<file path="src/logic/usmspi_regs.vh">
`ifndef USMSPI_REGS_VH
`define USMSPI_REGS_VH
// register offsets on the plain register port
`define USM_ADDR_W 3
`define USM_OFS_DATA 3'h0
`define USM_OFS_STAT_A 3'h1
`define USM_OFS_CTRL_B 3'h2
`define USM_OFS_CTRL_C 3'h3
`define USM_OFS_BAUD_L 3'h4
`define USM_OFS_BAUD_H 3'h5
// serial_spi_status_a fields
`define USM_RX_DONE_BIT 7
`define USM_TX_DONE_BIT 6
`define USM_TX_EMPTY_BIT 5
// serial_spi_control_b fields
`define USM_RX_IRQ_EN_BIT 7
`define USM_TX_IRQ_EN_BIT 6
`define USM_EMPTY_IRQ_EN_BIT 5
`define USM_RX_EN_BIT 4
`define USM_TX_EN_BIT 3
// serial_spi_control_c fields
`define USM_MODE_HI 7
`define USM_MODE_LO 6
`define USM_ORDER_BIT 2
`define USM_PHASE_BIT 1
`define USM_POL_BIT 0
// op_mode_select codes
`define USM_MODE_ASYNC 2'h0
`define USM_MODE_SYNC 2'h1
`define USM_MODE_RSVD 2'h2
`define USM_MODE_MSPI 2'h3
// reset values
`define USM_CTRL_B_RST 8'h00
`define USM_CTRL_C_RST 8'h00
`define USM_BAUD_RST 12'h000
// frame timing
`define USM_BAUD_W 12
`define USM_LAST_EDGE 4'hF
`endif

</file>
<file path="src/logic/usmspi_top.v">
// Implementation choices: the register addresses and the address-and-strobe port.
`timescale 1ns/1ps
`include "usmspi_regs.vh"
module usmspi_top #(
  parameter BAUD_W = `USM_BAUD_W
) (
  input wire sys_clk,
  input wire rstn,
  input wire [`USM_ADDR_W-1:0] bus_addr,
  input wire [7:0] bus_wdata,
  input wire bus_wr,
  input wire bus_rd,
  output reg [7:0] bus_rdata_q,
  input wire global_irq_en,
  input wire tx_done_irq_ack,
  input wire serial_in_pin,
  output wire serial_clock_pin_q,
  output reg serial_clock_oe_q,
  output wire serial_out_pin_q,
  output reg serial_out_oe_q,
  output reg serial_in_owned_q,
  output reg irq_rx_done_q,
  output reg irq_tx_done_q,
  output reg irq_tx_empty_q
);
  reg [7:0] ctrl_b_q;
  reg [7:0] ctrl_c_q;
  reg [BAUD_W-1:0] baud_divisor_q;
  reg [7:0] tx_buf_q;
  reg tx_full_q;
  reg tx_done_flag_q;
  reg [7:0] rx_mem [0:1];
  reg rx_rd_ptr_q;
  reg rx_wr_ptr_q;
  reg [1:0] rx_cnt_q;
  reg in_meta_q;
  reg in_sync_q;
  reg [7:0] rdata_d;

  wire eng_busy;
  wire eng_done;
  wire [7:0] eng_rx;
  wire master_spi_mode;
  wire transmitter_enable;
  wire receiver_enable;
  wire rx_done_flag;
  wire tx_buf_empty_flag;
  wire launch;
  wire data_wr;
  wire data_rd;
  wire stat_wr;
  wire rx_push;
  wire rx_pop;

  function hit;
    input [`USM_ADDR_W-1:0] addr;
    input [`USM_ADDR_W-1:0] ofs;
    begin
      hit = (addr == ofs);
    end
  endfunction

  assign master_spi_mode = ({ctrl_c_q[`USM_MODE_HI], ctrl_c_q[`USM_MODE_LO]} == `USM_MODE_MSPI);
  assign transmitter_enable = ctrl_b_q[`USM_TX_EN_BIT];
  assign receiver_enable = ctrl_b_q[`USM_RX_EN_BIT];
  assign rx_done_flag = (rx_cnt_q != 2'h0);
  assign tx_buf_empty_flag = ~tx_full_q;
  assign data_wr = bus_wr & hit(bus_addr, `USM_OFS_DATA);
  assign data_rd = bus_rd & hit(bus_addr, `USM_OFS_DATA);
  assign stat_wr = bus_wr & hit(bus_addr, `USM_OFS_STAT_A);
  assign launch = tx_full_q & ~eng_busy & master_spi_mode;
  assign rx_pop = data_rd & rx_done_flag;
  assign rx_push = eng_done & receiver_enable & master_spi_mode & (rx_cnt_q != 2'h2 | rx_pop);

  always @(posedge sys_clk or negedge rstn) begin
    if (!rstn) begin
      in_meta_q <= 1'b1;
      in_sync_q <= 1'b1;
    end else begin
      in_meta_q <= serial_in_pin;
      in_sync_q <= in_meta_q;
    end
  end

  usmspi_shift #(
    .BAUD_W(BAUD_W)
  ) u_shift (
    .sys_clk(sys_clk),
    .rstn(rstn),
    .start(launch),
    .tx_byte(tx_buf_q),
    .lsb_first(ctrl_c_q[`USM_ORDER_BIT]),
    .cpha(ctrl_c_q[`USM_PHASE_BIT]),
    .cpol(ctrl_c_q[`USM_POL_BIT]),
    .divisor(baud_divisor_q),
    .miso(in_sync_q),
    .sck_q(serial_clock_pin_q),
    .mosi_q(serial_out_pin_q),
    .busy_q(eng_busy),
    .done_q(eng_done),
    .rx_byte_q(eng_rx)
  );

  // control registers
  always @(posedge sys_clk or negedge rstn) begin
    if (!rstn) begin
      ctrl_b_q <= `USM_CTRL_B_RST;
      ctrl_c_q <= `USM_CTRL_C_RST;
      baud_divisor_q <= `USM_BAUD_RST;
    end else if (bus_wr) begin
      if (hit(bus_addr, `USM_OFS_CTRL_B)) begin
        ctrl_b_q <= {bus_wdata[7:3], 3'h0};
      end
      if (hit(bus_addr, `USM_OFS_CTRL_C)) begin
        ctrl_c_q <= {bus_wdata[7:6], 3'h0, bus_wdata[2:0]};
      end
      if (hit(bus_addr, `USM_OFS_BAUD_L)) begin
        baud_divisor_q[7:0] <= bus_wdata;
      end
      if (hit(bus_addr, `USM_OFS_BAUD_H)) begin
        baud_divisor_q[BAUD_W-1:8] <= bus_wdata[BAUD_W-9:0];
      end
    end
  end

  // transmit holding buffer ahead of the shift engine
  always @(posedge sys_clk or negedge rstn) begin
    if (!rstn) begin
      tx_buf_q <= 8'h00;
      tx_full_q <= 1'b0;
    end else begin
      if (launch) begin
        tx_full_q <= 1'b0;
      end else if (data_wr & tx_buf_empty_flag & transmitter_enable & master_spi_mode) begin
        tx_buf_q <= bus_wdata;
        tx_full_q <= 1'b1;
      end
    end
  end

  // transmit complete flag
  always @(posedge sys_clk or negedge rstn) begin
    if (!rstn) begin
      tx_done_flag_q <= 1'b0;
    end else begin
      if (eng_done & ~tx_full_q) begin
        tx_done_flag_q <= 1'b1;
      end else if (tx_done_irq_ack | (stat_wr & bus_wdata[`USM_TX_DONE_BIT])) begin
        tx_done_flag_q <= 1'b0;
      end
    end
  end

  // two-level receive buffer
  always @(posedge sys_clk or negedge rstn) begin
    if (!rstn) begin
      rx_rd_ptr_q <= 1'b0;
      rx_wr_ptr_q <= 1'b0;
      rx_cnt_q <= 2'h0;
    end else if (!receiver_enable) begin
      rx_rd_ptr_q <= 1'b0;
      rx_wr_ptr_q <= 1'b0;
      rx_cnt_q <= 2'h0;
    end else begin
      if (rx_push) begin
        rx_wr_ptr_q <= ~rx_wr_ptr_q;
      end
      if (rx_pop) begin
        rx_rd_ptr_q <= ~rx_rd_ptr_q;
      end
      if (rx_push & ~rx_pop) begin
        rx_cnt_q <= rx_cnt_q + 2'h1;
      end else if (rx_pop & ~rx_push) begin
        rx_cnt_q <= rx_cnt_q - 2'h1;
      end
    end
  end

  always @(posedge sys_clk) begin
    if (rx_push) begin
      rx_mem[rx_wr_ptr_q] <= eng_rx;
    end
  end

  // register read mux
  always @* begin
    rdata_d = 8'h00;
    case (bus_addr)
      `USM_OFS_DATA: begin
        if (rx_done_flag) begin
          rdata_d = rx_mem[rx_rd_ptr_q];
        end
      end
      `USM_OFS_STAT_A: begin
        rdata_d = {rx_done_flag, tx_done_flag_q, tx_buf_empty_flag, 5'h00};
      end
      `USM_OFS_CTRL_B: begin
        rdata_d = ctrl_b_q;
      end
      `USM_OFS_CTRL_C: begin
        rdata_d = ctrl_c_q;
      end
      `USM_OFS_BAUD_L: begin
        rdata_d = baud_divisor_q[7:0];
      end
      `USM_OFS_BAUD_H: begin
        rdata_d = {{(16-BAUD_W){1'b0}}, baud_divisor_q[BAUD_W-1:8]};
      end
      default: begin
        rdata_d = 8'h00;
      end
    endcase
  end

  always @(posedge sys_clk or negedge rstn) begin
    if (!rstn) begin
      bus_rdata_q <= 8'h00;
    end else if (bus_rd) begin
      bus_rdata_q <= rdata_d;
    end else begin
      bus_rdata_q <= 8'h00;
    end
  end

  // pin ownership and interrupt requests
  always @(posedge sys_clk or negedge rstn) begin
    if (!rstn) begin
      serial_out_oe_q <= 1'b0;
      serial_clock_oe_q <= 1'b0;
      serial_in_owned_q <= 1'b0;
      irq_rx_done_q <= 1'b0;
      irq_tx_done_q <= 1'b0;
      irq_tx_empty_q <= 1'b0;
    end else begin
      serial_out_oe_q <= master_spi_mode & (transmitter_enable | eng_busy | tx_full_q);
      serial_clock_oe_q <= master_spi_mode & (transmitter_enable | eng_busy | tx_full_q);
      serial_in_owned_q <= master_spi_mode & receiver_enable;
      irq_rx_done_q <= ctrl_b_q[`USM_RX_IRQ_EN_BIT] & global_irq_en & rx_done_flag;
      irq_tx_done_q <= ctrl_b_q[`USM_TX_IRQ_EN_BIT] & global_irq_en & tx_done_flag_q;
      irq_tx_empty_q <= ctrl_b_q[`USM_EMPTY_IRQ_EN_BIT] & global_irq_en & tx_buf_empty_flag;
    end
  end
endmodule // usmspi_top

</file>
<file path="src/logic/usmspi_shift.v">
`timescale 1ns/1ps
`include "usmspi_regs.vh"
module usmspi_shift #(
  parameter BAUD_W = 12
) (
  input wire sys_clk,
  input wire rstn,
  input wire start,
  input wire [7:0] tx_byte,
  input wire lsb_first,
  input wire cpha,
  input wire cpol,
  input wire [BAUD_W-1:0] divisor,
  input wire miso,
  output reg sck_q,
  output reg mosi_q,
  output reg busy_q,
  output reg done_q,
  output reg [7:0] rx_byte_q
);
  reg [7:0] tx_sh_q;
  reg [3:0] edge_q;
  reg [BAUD_W-1:0] cnt_q;

  function first_bit;
    input [7:0] sh;
    input lsb;
    begin
      first_bit = lsb ? sh[0] : sh[7];
    end
  endfunction

  function [7:0] shift_on;
    input [7:0] sh;
    input lsb;
    input din;
    begin
      shift_on = lsb ? {din, sh[7:1]} : {sh[6:0], din};
    end
  endfunction

  always @(posedge sys_clk or negedge rstn) begin
    if (!rstn) begin
      sck_q <= 1'b0;
      mosi_q <= 1'b1;
      busy_q <= 1'b0;
      done_q <= 1'b0;
      rx_byte_q <= 8'h00;
      tx_sh_q <= 8'h00;
      edge_q <= 4'h0;
      cnt_q <= {BAUD_W{1'b0}};
    end else begin
      done_q <= 1'b0;
      if (!busy_q) begin
        sck_q <= cpol;
        edge_q <= 4'h0;
        cnt_q <= {BAUD_W{1'b0}};
        if (start) begin
          busy_q <= 1'b1;
          if (!cpha) begin
            mosi_q <= first_bit(tx_byte, lsb_first);
            tx_sh_q <= shift_on(tx_byte, lsb_first, 1'b0);
          end else begin
            tx_sh_q <= tx_byte;
          end
        end
      end else if (cnt_q == divisor) begin
        cnt_q <= {BAUD_W{1'b0}};
        sck_q <= ~sck_q;
        edge_q <= edge_q + 4'h1;
        if (!edge_q[0]) begin
          if (cpha) begin
            mosi_q <= first_bit(tx_sh_q, lsb_first);
            tx_sh_q <= shift_on(tx_sh_q, lsb_first, 1'b0);
          end else begin
            rx_byte_q <= shift_on(rx_byte_q, lsb_first, miso);
          end
        end else begin
          if (cpha) begin
            rx_byte_q <= shift_on(rx_byte_q, lsb_first, miso);
          end else if (edge_q != `USM_LAST_EDGE) begin
            mosi_q <= first_bit(tx_sh_q, lsb_first);
            tx_sh_q <= shift_on(tx_sh_q, lsb_first, 1'b0);
          end
        end
        if (edge_q == `USM_LAST_EDGE) begin
          busy_q <= 1'b0;
          done_q <= 1'b1;
        end
      end else begin
        cnt_q <= cnt_q + {{(BAUD_W-1){1'b0}}, 1'b1};
      end
    end
  end
endmodule // usmspi_shift

</file>
<file path="config.mk">
export PLATFORM = sky130hd
export DESIGN_NAME = usmspi_top
export DESIGN_NICKNAME = d
export VERILOG_FILES = /design/src/logic/usmspi_top.v /design/src/logic/usmspi_shift.v
export VERILOG_INCLUDE_DIRS = /design/src /design/src/logic
export SDC_FILE = /design/constraint.sdc
export NUM_CORES = 1
export LEC_CHECK = 0
export ABC_AREA = 0
export BUFFER_PORTS_ARGS = -buffer_cell sky130_fd_sc_hd__buf_2
export CAP_MARGIN = 20
export CORE_ASPECT_RATIO = 1.2
export CORE_MARGIN = 4
export CORE_UTILIZATION = 52
export CTS_BUF_LIST = sky130_fd_sc_hd__clkbuf_4 sky130_fd_sc_hd__clkbuf_8 sky130_fd_sc_hd__clkbuf_16
export DETAILED_ROUTE_END_ITERATION = 12
export HOLD_SLACK_MARGIN = 0.03
export PLACE_DENSITY = 0.75
export SLEW_MARGIN = 20
export SYNTH_ARGS = -nofsm -noshare
export SYNTH_HDL_FRONTEND = slang
export SYNTH_SLANG_ARGS = --single-unit
</file>
<file path="constraint.sdc">
create_clock -name sys_clk -period 2.5 [get_ports sys_clk]
set_input_delay 0.25 -clock sys_clk [delete_from_list [all_inputs] [get_ports sys_clk]]
set_output_delay 0.25 -clock sys_clk [all_outputs]
set_load 0.01 [all_outputs]
</file>
# --- Word level (Yosys, flattened, before mapping) ---
# Memories as Yosys holds them, arrays and structs flattened.
# Index checks and enable logic that the tools add are counted.
# Widths: inputs -> output; s select.
op_classes:
  addsub: 4
  eq_ne: 21
  n_mux: 53
  bitwise_logic: 36
  reduce_logical: 13
op_table:
  columns: ["operator", "n"]
  rows:
  - ["$mux 8", 16]
  - ["$pmux 8 s6", 1]
  - ["$mux 1", 29]
  - ["$and 1x1->1", 24]
  - ["$mux 12", 2]
  - ["$add 12x1->12 const B", 1]
  - ["$eq 12x12->1", 1]
  - ["$reduce_and 2->1", 5]
  - ["$ne 3x3->1 const B", 3]
  - ["$mux 4", 2]
  - ["$ne 2x1->1 const B", 4]
  - ["$ne 2x2->1 const B", 4]
  - ["$not 1->1", 8]
  - ["$reduce_bool 2->1", 4]
  - ["$eq 3x2->1 const B", 2]
  - ["$eq 3x3->1 const B", 2]
  - ["$mux 2", 3]
  - ["$reduce_and 6->1", 1]
  - ["$reduce_and 5->1", 1]
  - ["$add 4x1->4 const B", 1]
  - ["$eq 4x4->1 const B", 1]
  - ["$ne 4x4->1 const B", 1]
  - ["$or 1x1->1", 4]
  - ["$reduce_and 4->1", 1]
  - ["6 further kinds", 6]
word_totals:
  register_bits: 87
  ram_bits: 16
  output_inout_bits: 16
  elab_cells: 154
  memories: 1
mem_list:
  columns: ["memory", "depth", "word_bits", "rd", "rd_ports_with_merged_regs", "write_ports", "line", "source"]
  rows:
  - ["rx_mem", 2, 8, 1, 0, 1, "usmspi_top.v:32", "reg [7:0] rx_mem [0:1];"]

# --- Logic depth before layout (Yosys ltp) ---
depth:
  depth_word: 10
  depth_mapped: 8
  ltp_nobuf: 7

# --- Hierarchy ---
# From an unflattened synthesis, not the netlist that was laid out.
unflattened:
  hier_cells: 413
  hier_area_um2: 4906.0
by_module_without_submodules:
  columns: ["module", "n_inst", "cells_per_inst", "area_per_inst_um2", "seq_area_each_um2"]
  rows:
  - ["usmspi_top", 1, 209, 2785.2, 1759.2]
  - ["usmspi_shift", 1, 204, 2120.8, 902.1]

# --- Worst setup path after synthesis ---
# OpenSTA, ideal clock, no wires.
synth_path:
  kind: "input port to flip-flop"
  start: "in bus_addr[2]"
  end: "mem rx_mem[0][0], enable pin"
  t_arrival_ps: 1660
  required_time_ps: 2125
  slack_ps: 465
  cell_stages: 5
  n_path_buf: 1
  path_cell_list: "clkbuf_1 > nor2_1 > nand3_1 > a31oi_1 > nor2b_1"
synth_via:
  elab_chain_cells: 7
synth_lines:
  columns: ["item", "line", "source"]
  rows:
  - ["start: declaration", "usmspi_top.v:9", "input wire [`USM_ADDR_W-1:0] bus_addr,"]
  - ["$logic_not 3->1", "usmspi_top.v:59", "hit = (addr == ofs);"]
  - ["$and 1x1->1", "usmspi_top.v:69", "assign data_rd = bus_rd & hit(bus_addr, `USM_OFS_DATA);"]
  - ["$and 1x1->1", "usmspi_top.v:72", "assign rx_pop = data_rd & rx_done_flag;"]
  - ["$or 1x1->1", "usmspi_top.v:73", "assign rx_push = eng_done & receiver_enable & master_spi_mode & (rx_cnt_q != 2'h2 | rx_pop);"]
  - ["$and 1x1->1", "usmspi_top.v:73", null]
  - ["$mux 1", "usmspi_top.v:180", "if (rx_push) begin"]
  - ["$mux 1 (implied by the code)", "usmspi_top.v:181", "rx_mem[rx_wr_ptr_q] <= eng_rx;"]
  - ["end: declaration", "usmspi_top.v:32", null]
# Every way passes these cells.

# --- Worst setup path after layout ---
layout_path:
  start: "reg u_shift.cnt_q[2]"
  end: "reg u_shift.tx_sh_q[1]"
layout_via:
  elab_chain_cells: 3
layout_lines:
  columns: ["item", "line", "source"]
  rows:
  - ["start: declaration", "usmspi_shift.v:23", "reg [BAUD_W-1:0] cnt_q;"]
  - ["start signal: assignment", "usmspi_shift.v:51", "cnt_q <= {BAUD_W{1'b0}};"]
  - ["start signal: assignment", "usmspi_shift.v:57", "cnt_q <= {BAUD_W{1'b0}};"]
  - ["start signal: assignment", "usmspi_shift.v:68", "cnt_q <= {BAUD_W{1'b0}};"]
  - ["$eq 12x12->1", "usmspi_shift.v:67", "end else if (cnt_q == divisor) begin"]
  - ["$ne 2x2->1 (no source line)", null, null]
  - ["$reduce_and 5->1 (no source line)", null, null]
  - ["end signal: assignment", "usmspi_shift.v:62", "tx_sh_q <= shift_on(tx_byte, lsb_first, 1'b0);"]
  - ["end signal: assignment", "usmspi_shift.v:64", "tx_sh_q <= tx_byte;"]
  - ["end signal: assignment", "usmspi_shift.v:74", "tx_sh_q <= shift_on(tx_sh_q, lsb_first, 1'b0);"]
  - ["end: declaration", "usmspi_shift.v:21", "reg [7:0] tx_sh_q;"]
# Every way passes these cells.
# A chain may end at the register's enable or synchronous reset.

==> impl_metrics.env <==
export IMPL_outcome="finished clean"
export IMPL_synth_largest_area_cell="dfrtp_1"
export IMPL_syn_inst=397
export IMPL_syn_cell_area_um2=4870
export IMPL_ys_top_cells_by_area="dfrtp_1 43%, mux2_2 15%, edfxtp_1 9.9%, xnor2_1 3.6%, mux2i_1 3.5%"
export IMPL_hpwl_um=7263
export IMPL_synth_seq_area_share=0.5465
export IMPL_cts_tree="built"
export IMPL_rr_startpoint="u_shift.cnt_q[2]"
export IMPL_maxCapViolCount=0
export IMPL_h_tree_depth=3
export IMPL_grt_pass1_wl_um=16290
export IMPL_grt_usage=0.1951
export IMPL_clkSinkCount=103
export IMPL_cellLeakagePower_nw=2.384
export IMPL_antennaDiodeCount=0
export IMPL_die_area_um2=10980
export IMPL_worst_path_max_fanout=12
export IMPL_drt_iter0_markers=189
export IMPL_worst_slack_ns=0.1999
export IMPL_period_minus_slack_ns=2.300
export IMPL_viasPerCell=5.590
export IMPL_antenna_found_initial=0
export IMPL_required_ns=2.75
export IMPL_core_um2=9081
export IMPL_nets=458
export IMPL_route_detailed_wl_per_inst_um=17.43
export IMPL_clockBufferDepth=2
export IMPL_post_route_util=0.5959
export IMPL_ys_ff_latch=103
export IMPL_hp_start="global_irq_en"
export IMPL_routed_wl_um=9779
export IMPL_areaGrowthSynthToFinish_pct=11.13
export IMPL_p_per_area_nw_per_um2=749.3
export IMPL_worst_setup_path_type="flop to flop"
export IMPL_gr_total_overflow=0
export IMPL_numPortBuffers=33
export IMPL_die_w_um=96.34
export IMPL_mappedNetlistNets=419
export IMPL_vdd_drop_max_v=0.0003022
export IMPL_p_int_w=0.002812
export IMPL_crit_path_end_kind="flop"
export IMPL_ios=34
export IMPL_cp_arrival_ns=2.55
export IMPL_fin_crit_sh=0.9200
export IMPL_yosysMostFrequentCell="dfrtp_1"
export IMPL_cts_inserted_buffers=9
export IMPL_synth_distinct_cells=46
export IMPL_grt_pass1_vias=3258
export IMPL_slew_headroom=0.5218
export IMPL_worst_slew_pin_slew_ns=0.7147
export IMPL_setup_viol=0
export IMPL_finalSetupTns_ns=0
export IMPL_p_sw_frac=0.3066
export IMPL_worstSkewPairLatency_ns=0.37
export IMPL_crit_path_start="u_shift.cnt_q[2]"
export IMPL_drv_slew=0
export IMPL_clock_skew_ns=0.01056
export IMPL_ys_flop_type="dfrtp_1"
export IMPL_pre_cts_slack_ns=0.2409
export IMPL_gp_congestion=0.9319
export IMPL_drtAntennaViolNets=0
export IMPL_drc=0
export IMPL_hold_path_class="primary input to flop"
export IMPL_rsz0062_at_grt="false"
export IMPL_cts_resized_gates=0
export IMPL_cts_hold_buf=2
export IMPL_seqPwrFrac=0.530
export IMPL_max_freq_mhz=434.8
export IMPL_synthTopCellsByCount="84 x dfrtp_1, 66 x mux2_2, 40 x nor2_1"
export IMPL_synth_edf_count=16
export IMPL_die_h_um=114.0
export IMPL_clkPwrFrac=0.252
export IMPL_final_hold_violation_count=0
export IMPL_power_switching_w=0.001243
export IMPL_vias=3136
export IMPL_start_util=0.5362
export IMPL_pwr_share_comb=0.218
export IMPL_clk_pin_slew_worst_paths_ns=0.09
export IMPL_rows=38
export IMPL_syn_area_per_cell_um2=12.27
export IMPL_grt_max_degree=68
export IMPL_async_reset_ff_frac=0.8447
export IMPL_synth_top_area_frac=0.4317
export IMPL_yosysWarnings=0
export IMPL_dr_pass1_iters=5
export IMPL_postCtsSetupRepairBufs=0
export IMPL_drive_gt1_frac=0.2993
export IMPL_p_total_w=0.004055
export IMPL_startpoint_type="flop"
export IMPL_placed_area_um2=5200
export IMPL_design_area_um2=5411
export IMPL_cts_root_buf="clkbuf_8"
## final cells by class
cell class | instances | area, um^2
Inverter | 7 | 26.28
Timing Repair Buffer | 44 | 267.8
Multi-Input combinational cell | 271 | 2115
Sequential cell | 103 | 2661
Clock buffer | 10 | 131.4
Clock inverter | 6 | 60.06
Fill cell | 733 | 3670
Tap cell | 120 | 150.1
## kinds of logic after synthesis
family,count (synthesis),share of synthesized area
muxes,84,0.1922
buffers and inverters,23,0.01927
AOI/OAI and AO/OA,48,0.06860
xor gates and xnor gates,27,0.04856
and+or+nand+nor,108,0.1146
adders and majority gates,4,0.01028
DFF,103,0.5465
## worst max-delay path, cell delays in order (launching register included)
cell,delay [ns]
dfrtp_1,0.46
xnor2_1,0.22
nand4_1,0.14
or3_4,0.51
o31ai_4,0.46
mux2_2,0.40
## power by group through the flow
stage	Combinational, W	Sequential, W	Clock (W)
detailed placement	0.000880	0.00218	0
finish	0.000883	0.00215	0.00102
global route	0.000975	0.00218	0.00113
CTS	0.000890	0.00215	0.00105
floorplan	0.000655	0.00209	0
global placement	0.000858	0.00217	0
## worst paths after layout
kind	end	slack [ns]	cells after the start
max	u_shift.tx_sh_q[1]	0.20	5
min	irq_rx_done_q	0.12	3
max reg2reg	u_shift.tx_sh_q[1]	0.20	5
min reg2reg	in_sync_q	0.36	0
max in group asynchronous	u_shift.mosi_q	1.52	3
min in group asynchronous	rx_wr_ptr_q	0.31	2
## cells in the final DEF (no fill, tap or decap), drive strengths merged, types with 3 or more instances in the layout
cell type / instances
a22oi: 3
nor2: 40
clkinv: 4
or3: 3
dfrtp: 84
a211oi: 7
and2: 5
clkbuf: 10
ha: 4
nand4: 6
o21ai: 8
mux2i: 17
inv: 7
buf: 42
xor2: 7
nand3: 11
and3: 7
a21oi: 13
nand2: 15
nor3: 4
edfxtp: 16
dfstp: 3
nor2b: 11
xnor2: 20
mux2: 66
## sequential cells by signal, summed over array words and instances (netlist names), 2 cells and up
register           count
u_shift.cnt_q         12
ctrl_b_q               5
u_shift.edge_q         4
rx_cnt_q               2
tx_buf_q               8
bus_rdata_q            8
u_shift.rx_byte_q      8
u_shift.tx_sh_q        8
rx_mem                16
baud_divisor_q        12
ctrl_c_q               5
## layer usage
metal  part of all wire  up-vias  track usage
met1               0.42     1547       0.2435
li1                   -     1506            -
met3              0.044       16      0.03760
met2               0.51       67       0.3303
met4              0.021        0      0.07764
met5                  0        -            0
## per-stage QoR
step,hold WS [ns],cells
finish,0.1249,561
detailed placement,0.1613,543
global placement,0.1492,543
floorplan,-0.04559,397
CTS,0.1186,561
global route,0.1188,561
(Power assumes the default switching activity.)
